==> config.mk <==
export PLATFORM = sky130hd
export DESIGN_NAME = emulator_probe_signals
export DESIGN_NICKNAME = d
export VERILOG_FILES = /design/src/probe_pkg.sv /design/src/pin_sync.sv /design/src/emulator_probe_signals.sv
export SDC_FILE = /design/constraint.sdc
export NUM_CORES = 1
export LEC_CHECK = 0
export ABC_AREA = 1
export BUFFER_PORTS_ARGS = -buffer_cell sky130_fd_sc_hd__buf_2
export CORE_AREA = 5 5 80 82
export CTS_CLUSTER_SIZE = 8
export DETAILED_ROUTE_END_ITERATION = 16
export DIE_AREA = 0 0 85 87
export PLACE_DENSITY = 0.81
export SLEW_MARGIN = 20
export SYNTH_ARGS = -nofsm -noshare
export SYNTH_HDL_FRONTEND = slang
export SYNTH_SLANG_ARGS = --single-unit
==> constraint.sdc <==
create_clock -name clk -period 3.7 [get_ports clk]
set_clock_uncertainty 0.2 [all_clocks]
set_input_delay 0 -clock clk [delete_from_list [all_inputs] [get_ports clk]]
set_output_delay 0 -clock clk [all_outputs]
set_load 0.005 [all_outputs]
==> src/probe_pkg.sv <==
// Shared types and constants for the emulator probe signal logic.
// Assumes one 250 MHz clock and target bus pins that are asynchronous to it.
package probe_pkg;

    // ------------------------------------------------------------------
    // Timing
    // ------------------------------------------------------------------
    localparam int CLK_PERIOD_NS = 4;
    localparam int EVT_MIN_NS = 250;
    // Least time: round up to whole cycles
    localparam int EVT_MIN_CYC =
        (EVT_MIN_NS + CLK_PERIOD_NS - 1) / CLK_PERIOD_NS;
    // Target-side setup of the map select before its strobe, informative only
    localparam int MAP_SETUP_NS = 125;
    localparam int CNT_W = 7;
    localparam logic [CNT_W-1:0] EVT_MIN_CNT = CNT_W'(EVT_MIN_CYC);

    // ------------------------------------------------------------------
    // Widths and reset values
    // ------------------------------------------------------------------
    localparam int ADDR_W = 16;
    localparam int SYNC_STAGES = 3;
    localparam logic TRIG_N_RST = 1'b1;
    localparam logic QUAL_RST = 1'b0;

    // ------------------------------------------------------------------
    // Types
    // ------------------------------------------------------------------
    typedef enum logic {
        RUN_STOPPED = 1'b0,
        RUN_RUNNING = 1'b1
    } run_state_t;

    // Target bus pins as seen at the probe
    typedef struct packed {
        logic [ADDR_W-1:0] addr;
        logic rd_n;
        logic wr_n;
        logic map_select_input_n;
    } bus_pins_t;

    localparam int BUS_W = $bits(bus_pins_t);

    // Event point: a set care bit means the address bit must match
    typedef struct packed {
        logic [ADDR_W-1:0] addr;
        logic [ADDR_W-1:0] addr_care;
        logic on_read;
        logic on_write;
    } event_cfg_t;

    function automatic logic ev_match(input event_cfg_t cfg,
                                      input bus_pins_t bus);
        logic addr_ok;
        logic kind_ok;
        addr_ok = ((cfg.addr ^ bus.addr) & cfg.addr_care) == '0;
        kind_ok = (cfg.on_read & ~bus.rd_n) | (cfg.on_write & ~bus.wr_n);
        return addr_ok & kind_ok;
    endfunction : ev_match

endpackage : probe_pkg

==> src/pin_sync.sv <==
// Three-stage pin synchroniser with agreement filter.
// Assumes inputs are asynchronous to clk; output moves only when the
// second and third stages agree.
`timescale 1ns/1ps
module pin_sync #(
    parameter int WIDTH = 1,
    parameter logic [WIDTH-1:0] RST_VAL = '0
) (
    input wire logic clk,
    input wire logic rst_n,
    input wire logic [WIDTH-1:0] pin,
    output logic [WIDTH-1:0] value
);

    typedef struct packed {
        logic [WIDTH-1:0] s1;
        logic [WIDTH-1:0] s2;
        logic [WIDTH-1:0] s3;
        logic [WIDTH-1:0] val;
    } sync_t;

    localparam sync_t SYNC_RST = '{s1: RST_VAL, s2: RST_VAL, s3: RST_VAL,
                                   val: RST_VAL};

    sync_t q;
    sync_t d;

    always_comb begin
        d = q;
        d.s1 = pin;
        d.s2 = q.s1;
        d.s3 = q.s2;
        // Per bit, so a bus that settles unevenly still resolves
        for (int i = 0; i < WIDTH; i++) begin
            if (q.s2[i] == q.s3[i]) begin
                d.val[i] = q.s3[i];
            end
        end
    end

    always_ff @(posedge clk or negedge rst_n) begin
        if (!rst_n) begin
            q <= SYNC_RST;
        end else begin
            q <= d;
        end
    end

    assign value = q.val;

endmodule : pin_sync

==> src/emulator_probe_signals.sv <==
// Probe signals of an in-circuit emulator: event trigger, emulation
// qualify and map select steering of memory accesses.
// Assumes bus pins arrive asynchronously; run and break pulses and the
// event configuration come from logic on clk.
//
// Functional notes
// [RULE1] Event trigger pulses low when a bus cycle meets the event point.
// [RULE2] Low from matching strobe rise to next strobe rise, at least 250 ns.
// [RULE3] With all event conditions don't-care, every bus cycle pulses.
// [RULE4] Emulation qualify is high from a run command until a breakpoint.
// [RULE5] In user mode an asserted map select sends all 64K to user memory.
// [RULE6] While stopped at a break map select is ignored, mapping is normal.
// [RULE7] Target drives map select low at least 125 ns before its strobe.
// [RULE8] Emulator program memory goes to user memory when map select is on.
// [RULE9] Emulation qualify is low when not running, after reset, at a break.
// [RULE10] Event trigger stays high while no matching event is in progress.
`timescale 1ns/1ps
module emulator_probe_signals
    import probe_pkg::*;
(
    input wire logic clk,
    input wire logic rst_n,
    input wire bus_pins_t bus_pins,
    input wire event_cfg_t event_cfg,
    input wire logic run_cmd,
    input wire logic break_hit,
    input wire logic in_circuit_user_mode,
    input wire logic normal_map_user,
    output logic event_trigger_n,
    output logic emulation_qualify,
    output logic access_to_user_mem
);

    // ------------------------------------------------------------------
    // Pin synchronisers
    // ------------------------------------------------------------------
    localparam bus_pins_t BUS_IDLE = '{addr: '0, rd_n: 1'b1, wr_n: 1'b1,
                                       map_select_input_n: 1'b1};

    bus_pins_t bus_s;

    pin_sync #(
        .WIDTH(BUS_W),
        .RST_VAL(BUS_IDLE)
    ) u_bus_sync (
        .clk(clk),
        .rst_n(rst_n),
        .pin(bus_pins),
        .value(bus_s)
    );

    // ------------------------------------------------------------------
    // State
    // ------------------------------------------------------------------
    typedef struct packed {
        run_state_t run;
        logic qual;
        logic strobe;
        logic match;
        logic end_pend;
        logic trig_n;
        logic [CNT_W-1:0] cnt;
        logic user;
    } state_t;

    localparam state_t ST_RST = '{run: RUN_STOPPED, qual: QUAL_RST,
                                  strobe: 1'b0, match: 1'b0,
                                  end_pend: 1'b0, trig_n: TRIG_N_RST,
                                  cnt: '0, user: 1'b0};

    state_t q;
    state_t d;
    logic strobe_act;
    logic strobe_rise;

    always_comb begin
        d = q;
        strobe_act = ~bus_s.rd_n | ~bus_s.wr_n;
        strobe_rise = q.strobe & ~strobe_act;
        d.strobe = strobe_act;

        // Remember a hit anywhere inside the active strobe
        if (strobe_act && ev_match(event_cfg, bus_s)) begin
            d.match = 1'b1; // [RULE1] [RULE3]
        end

        if (q.cnt != '0) begin
            d.cnt = q.cnt - CNT_W'(1);
        end

        if (strobe_rise) begin
            d.match = 1'b0;
            if (q.match) begin
                // A back-to-back match simply extends the low pulse
                d.trig_n = 1'b0; // [RULE1] [RULE2]
                d.cnt = EVT_MIN_CNT; // [RULE2]
                d.end_pend = 1'b0;
            end else if (!q.trig_n) begin
                d.end_pend = 1'b1; // [RULE2]
            end
        end

        // A short bus cycle cannot cut the pulse below its minimum
        if (d.end_pend && d.cnt == '0) begin
            d.trig_n = 1'b1; // [RULE2] [RULE10]
            d.end_pend = 1'b0;
        end

        // Break wins over a run command in the same cycle
        if (break_hit) begin
            d.run = RUN_STOPPED; // [RULE9]
        end else if (run_cmd) begin
            d.run = RUN_RUNNING; // [RULE4]
        end
        d.qual = (d.run == RUN_RUNNING); // [RULE4] [RULE9]

        // Map select counts only while running; the target meets its
        // setup before the strobe, so the synced level is settled [RULE7]
        if (q.run == RUN_RUNNING && in_circuit_user_mode &&
                !bus_s.map_select_input_n) begin
            d.user = 1'b1; // [RULE5] [RULE8]
        end else begin
            d.user = normal_map_user; // [RULE6] [RULE8]
        end
    end

    always_ff @(posedge clk or negedge rst_n) begin
        if (!rst_n) begin
            q <= ST_RST;
        end else begin
            q <= d;
        end
    end

    assign event_trigger_n = q.trig_n;
    assign emulation_qualify = q.qual;
    assign access_to_user_mem = q.user;

    // Cycles since the trigger was last started or reloaded
    logic [CNT_W:0] age_q;
    always_ff @(posedge clk or negedge rst_n) begin
        if (!rst_n) begin
            age_q <= '0;
        end else if (strobe_rise && q.match) begin
            age_q <= '0;
        end else if (age_q != '1) begin
            age_q <= age_q + (CNT_W+1)'(1);
        end
    end

    // Length of the current low pulse, saturating
    logic [CNT_W:0] low_len_q;
    always_ff @(posedge clk or negedge rst_n) begin
        if (!rst_n) begin
            low_len_q <= '0;
        end else if (q.trig_n) begin
            low_len_q <= '0;
        end else if (low_len_q != '1) begin
            low_len_q <= low_len_q + (CNT_W+1)'(1);
        end
    end
endmodule : emulator_probe_signals

==> impl_metrics.yaml, run 1 <==
run_status:
  outcome: "finished clean"
die:
  die_w_um: 85
  ioPinCount: 62
  rows: 28
  die_h_um: 87
  start_util: 0.551
  die_area_um2: 7400
  core_um2: 5680
timing:
  layout_min_cycle_time_ns: 2.90
  worstMarginPinSlew_ns: 0.740
  setup_tns_ns: 0
  slew_headroom: 0.507
  finalCritPeriodShare: 0.783
  fmax_mhz: 345
  layout_setup_ws_ns: 0.802
  rsz0062_at_grt: "no"
  hold_violations: 0
  drv_slew: 0
  setup_viol: 0
clock_network:
  cts.sink_count: 89
  clkTransAtPathRegs_ns: 0.08
  cts_setup_buffers: 0
  htreeDepth: 3
  clock_latency_ns: 0.34
  cts_buffers: 9
  clk_path_buf_depth: 2
  clk_root_buffer_cell: "clkbuf_8"
  tritoncts: "built"
placed_design:
  dp_hpwl_mm: 3.83
  place_congestion: 0.873
  placed_cell_area_um2: 3530
  portBuffers: 61
  dp_slack_ns: 1.81
  dp.cells: 381
worst_setup_path:
  start_kind: "register"
  cp.required_ns: 3.78
  crit_buf_inv: 3
  critPathArrivalTime_ns: 2.98
  r2r_cells: 7
  crit_type: "register to register"
  crit_fanout: 3
  cpMaxStageDelayCell: "dlygate4sd3_1"
  worst_path_most_repeated_cell: "dlygate4sd3_1"
  cpPeakStageDelay_ns: 0.57
  crit_chain: "or2_2, nand3_1, dlygate4sd3_1, nand3_1, dlygate4sd3_1, o21ai_0, dlygate4sd3_1"
  critPathTopFamily: "buffers and inverters"
  cp-end-kind: "register"
  cp.depth: 7
grt:
  grt_pass1_vias: 2188
  grt_max_degree: 90
  grt_overflow: 0
  grt_pass1_wl_mm: 9.83
  grt_usage: 0.171
  antenna_found_initial: 0
route:
  dr.pass1.iters: 4
  ant_nets: 0
  drt_iter0_markers: 123
  route.detailed.drc: 0
  vias: 2047
  routed_wl_mm: 5.39
  vias_per_cell: 4.82
  wl_per_cell_um: 12.7
power:
  netSwitchingPower_uw: 638
  power_uw: 2310
  pwr-share-seq: 0.508
  combinationalPowerShare: 0.186
  p_leak_uw: 0.00191
  p_per_area_nw_per_um2: 572
  ir_drop_mv: 0.317
  p_clk_frac: 0.307
  cell_internal_pwr_uw: 1670
  p_sw_frac: 0.277
yosys:
  synth_seq_cells: 89
  yosysSeqAreaShare: 0.717
  netlist_instances: 245
  yosys.area.top_type: "dfrtp_1"
  synth_area_leaders: "dfrtp_1 (61%), dfstp_2 (11%), maj3_1 (6.1%)"
  synth_area_um2: 3130
  yosysTopAreaCellShare: 0.608
  yosys.cell_types.count: 24
  syn_avg_cell_area_um2: 12.8
  syn_nets: 306
  yosys_warnings: 0
min_path:
  hp-class: "input port to async pin"
layout:
  layout.cells.non_filler: 425
  nets: 406
  n_antenna_cell: 0
  final_area_um2: 4030
  area_growth_pct: 29.0
  drive_gt1_frac: 0.331
run:
  cap_viol_max_count: 0
worst paths after layout:
| path | start | to | slack, ns |
|---|---|---|---|
| max | u_bus_sync.value[14] | q[10] | 0.80 |
| min | rst_n | u_bus_sync.d[22] | 0.08 |
| max reg2reg | u_bus_sync.value[14] | q[10] | 0.80 |
| min reg2reg | u_bus_sync.d[43] | u_bus_sync.d[24] | 0.15 |
| max in group asynchronous | rst_n | u_bus_sync.q[33] | 2.72 |
| min in group clk | bus_pins[6] | u_bus_sync.d[44] | 0.09 |
cells in the mapped netlist (all sizes together):
master	number
a21oi	3
and3	1
dfrtp	76
dfstp	13
ha	2
inv	15
maj3	19
nand2	49
nand3	23
nand3b	1
nand4	5
nor2	17
o21ai	3
o21bai	2
o22ai	1
or2	13
xor2	2
layout by cell type (no fill, tap or decap), types with 3 or more instances in the layout:
cell type and n:
dfrtp_1 76, buf_2 60, nand2_1 46, dlygate4sd3_1 28
nand3_1 22, maj3_1 19, inv_1 13, or2_2 13
dfstp_2 13, nor2_1 11, clkbuf_8 10, nor2_2 4
nand4_1 4, nand2_2 3, o21ai_0 3
layer usage:
layer | routed length [µm] | global-route usage
met4 | 105 | 0.0647
met1 | 2130 | 0.211
met3 | 291 | 0.0473
met2 | 2860 | 0.288
met5 | 0 | 0
per-stage QoR:
step                       util  hold WS [ns]
after detailed placement  0.622       -0.0927
after global placement    0.622       -0.0957
after CTS                 0.710        0.0710
final                     0.711        0.0845
after floorplan               -        -0.496
after global routing      0.711        0.0770
final cells by class:
cell class                 count  area, µm²
tap                           75       93.8
fill                         401       1640
multi-input combinational    141        828
clock buffer                  11        141
timing repair buffer          89        592
clock inverter                 5       78.8
inverter                      15       56.3
sequential                    89       2240
logic make-up (layout without fill, tap and decap cells):
kind of cell	after synthesis	after routing	share of synthesized area
DFF	89	89	0.717
xor gates and xnor gates	2	2	0.00560
AOI/OAI and AO/OA	9	9	0.0176
adders and majority gates	21	21	0.0688
and+or+nand+nor	109	109	0.173
buffers and inverters	15	120	0.0180
sequential cells by signal (all words and copies together) (netlist names):
register,flops
emulation_qualify,1
event_trigger_n,1
q,10
access_to_user_mem,1
u_bus_sync.value,19
u_bus_sync.d,38
u_bus_sync.q,19
power groups by stage:
stage	clock, µW	sequential [µW]	combinational, µW
after floorplan	0	1170	286
after global placement	0	1180	376
after detailed placement	0	1190	405
after CTS	730	1170	430
after global routing	780	1190	482
final	707	1170	428
what timing repair did:
item,in CTS,in global routing
hold buffers,28,0
endpoints found under the hold margin,98,0
gates resized for setup,0,0
Note: power is estimated with default switching activity, not from simulation.
==> run 2, diff against run 1 <==
CORE_AREA = 5 5 87 89   (was 5 5 80 82)
DIE_AREA = 0 0 92 94   (was 0 0 85 87)
PLACE_DENSITY = 0.73   (was 0.81)
clock period = 2.48 ns   (was 3.7 ns; I/O delays follow)
==> impl_metrics.yaml, run 2 (same netlist as run 1, synthesis figures left out) <==
worst_setup_path:
  crit_fanout: 3
  cp-end-kind: "register"
  crit_type: "register to register"
  crit_chain: "or2_2, nand3_1, dlygate4sd3_1, nand3_1, dlygate4sd3_1, o21ai_0"
  critPathArrivalTime_ns: 2.41
  cpPeakStageDelay_ns: 0.54
  start_kind: "register"
  cpMaxStageDelayCell: "dlygate4sd3_1"
  cp.required_ns: 2.55
timing:
  drv_slew: 0
  hold_violations: 0
  slew_headroom: 0.839
  finalCritPeriodShare: 0.947
  worst_hold_slack_ns: 0.00299
  worstMarginPinSlew_ns: 0.240
  setup_tns_ns: 0
  rsz0062_at_grt: "no"
  setup_viol: 0
  layout_min_cycle_time_ns: 2.35
  fmax_mhz: 426
min_path:
  hp-class: "input port to register"
die:
  start_util: 0.468
  die_h_um: 94
  die_area_um2: 8650
  ioPinCount: 62
  core_um2: 6680
  die_w_um: 92
  rows: 30
clock_network:
  clk_root_buffer_cell: "clkbuf_8"
  cts_setup_buffers: 0
  clkTransAtPathRegs_ns: 0.08
  cts.sink_count: 89
  clock_latency_ns: 0.35
  tritoncts: "built"
  htreeDepth: 3
  clk_path_buf_depth: 2
  cts_buffers: 9
grt:
  grt_usage: 0.154
  grt_overflow: 0
  grt_max_degree: 45
  antenna_found_initial: 0
  grt_pass1_vias: 2264
  grt_pass1_wl_mm: 10.3
layout:
  area_growth_pct: 34.6
  mostFrequentLayoutCells: "dfrtp_1 (76), buf_2 (60), nand2_1 (46)"
  final_common_cell: "dfrtp_1"
  layout.cells.non_filler: 443
  n_fill_cell: 493
  drive_gt1_frac: 0.325
  largest_reg_flops: 38
  n_antenna_cell: 0
  nets: 419
power:
  p_per_area_nw_per_um2: 852
  p_leak_uw: 0.00198
  ir_drop_mv: 0.691
route:
  route.detailed.drc: 0
  wl_per_cell_um: 13.1
  ant_nets: 0
  vias_per_cell: 4.59
  routed_wl_mm: 5.81
  drt_iter0_markers: 78
  vias: 2034
  dr.pass1.iters: 4
placed_design:
  dp.cells: 387
  dp_hpwl_mm: 3.80
  portBuffers: 61
  place_congestion: 0.828
run_status:
  outcome: "finished clean"
run:
  cap_viol_max_count: 0
## run 2: changes by cell type in the layout (fill, tap and decap cells not counted)
cell and delta:
buf_12 +2, buf_4 +1, buf_6 -1, bufinv_16 +1, clkbuf_8 -1, clkinv_2 -2, clkinvlp_4 +1, dlygate4sd3_1 +11
inv_6 +1
## run 2: worst paths after layout
path | cells past startpoint | slack [ns] | startpoint | to
worst max-delay path | 6 | 0.13 | u_bus_sync.value[14] | q[10]
max in group asynchronous | 4 | 1.28 | rst_n | event_trigger_n
worst min-delay path | 6 | 0.003 | event_cfg[11] | q[10]
worst min register to register | 0 | 0.15 | u_bus_sync.d[44] | u_bus_sync.d[25]
worst max register to register | 6 | 0.13 | u_bus_sync.value[14] | q[10]
min in group asynchronous | 3 | 0.50 | rst_n | u_bus_sync.d[20]
## run 2: layout make-up
cell class              instances  area (µm²)  share of cell area
repair buffers                102         738               0.175
clock inverters                 6         115              0.0273
well taps                      80         100              0.0238
inverters                      15        56.3              0.0134
flip-flops and latches         89        2240               0.533
multi-input cells             141         828               0.197
clock buffers                  10         128              0.0303
## run 2: worst max-delay path: cells and delay by family (launching register included)
kind                   cells  cell delay (ns)
buffers and inverters      2             1.08
AO/OA/AOI/OAI              1             0.16
flip-flops                 1             0.40
AND/OR/NAND/NOR            3             0.43
## run 2: metrics by stage
step | cell area (µm²) | total power (µW) | utilization | worst slack (ns)
floorplan | 3130 | 2170 | - | 0.802
global placement | 3560 | 2340 | 0.532 | 0.735
detailed placement | 3560 | 2370 | 0.532 | 0.635
CTS | 4210 | 3620 | 0.630 | 0.100
global route | 4210 | 3800 | 0.630 | 0.0165
finish | 4210 | 3590 | 0.630 | 0.131
## run 2: repair_timing
item | in CTS | in global routing
hold buffers | 40 | 0
hold endpoints to repair | 100 | 0
resized for setup | 0 | 0
endpoints found under the setup margin | 0 | 0
## run 2: routing by layer
layer  global-route usage  vias up  wire [µm]
met4               0.0557        0         84
met3               0.0457        9        276
li1                     -     1021          -
met1                0.186      960       2440
met2                0.262       44       3010
met5                    0        -          0
## run 2: report_power, final
part	internal (µW)	switching, µW
sequential	1620	121
combinational	299	361
clock	675	509
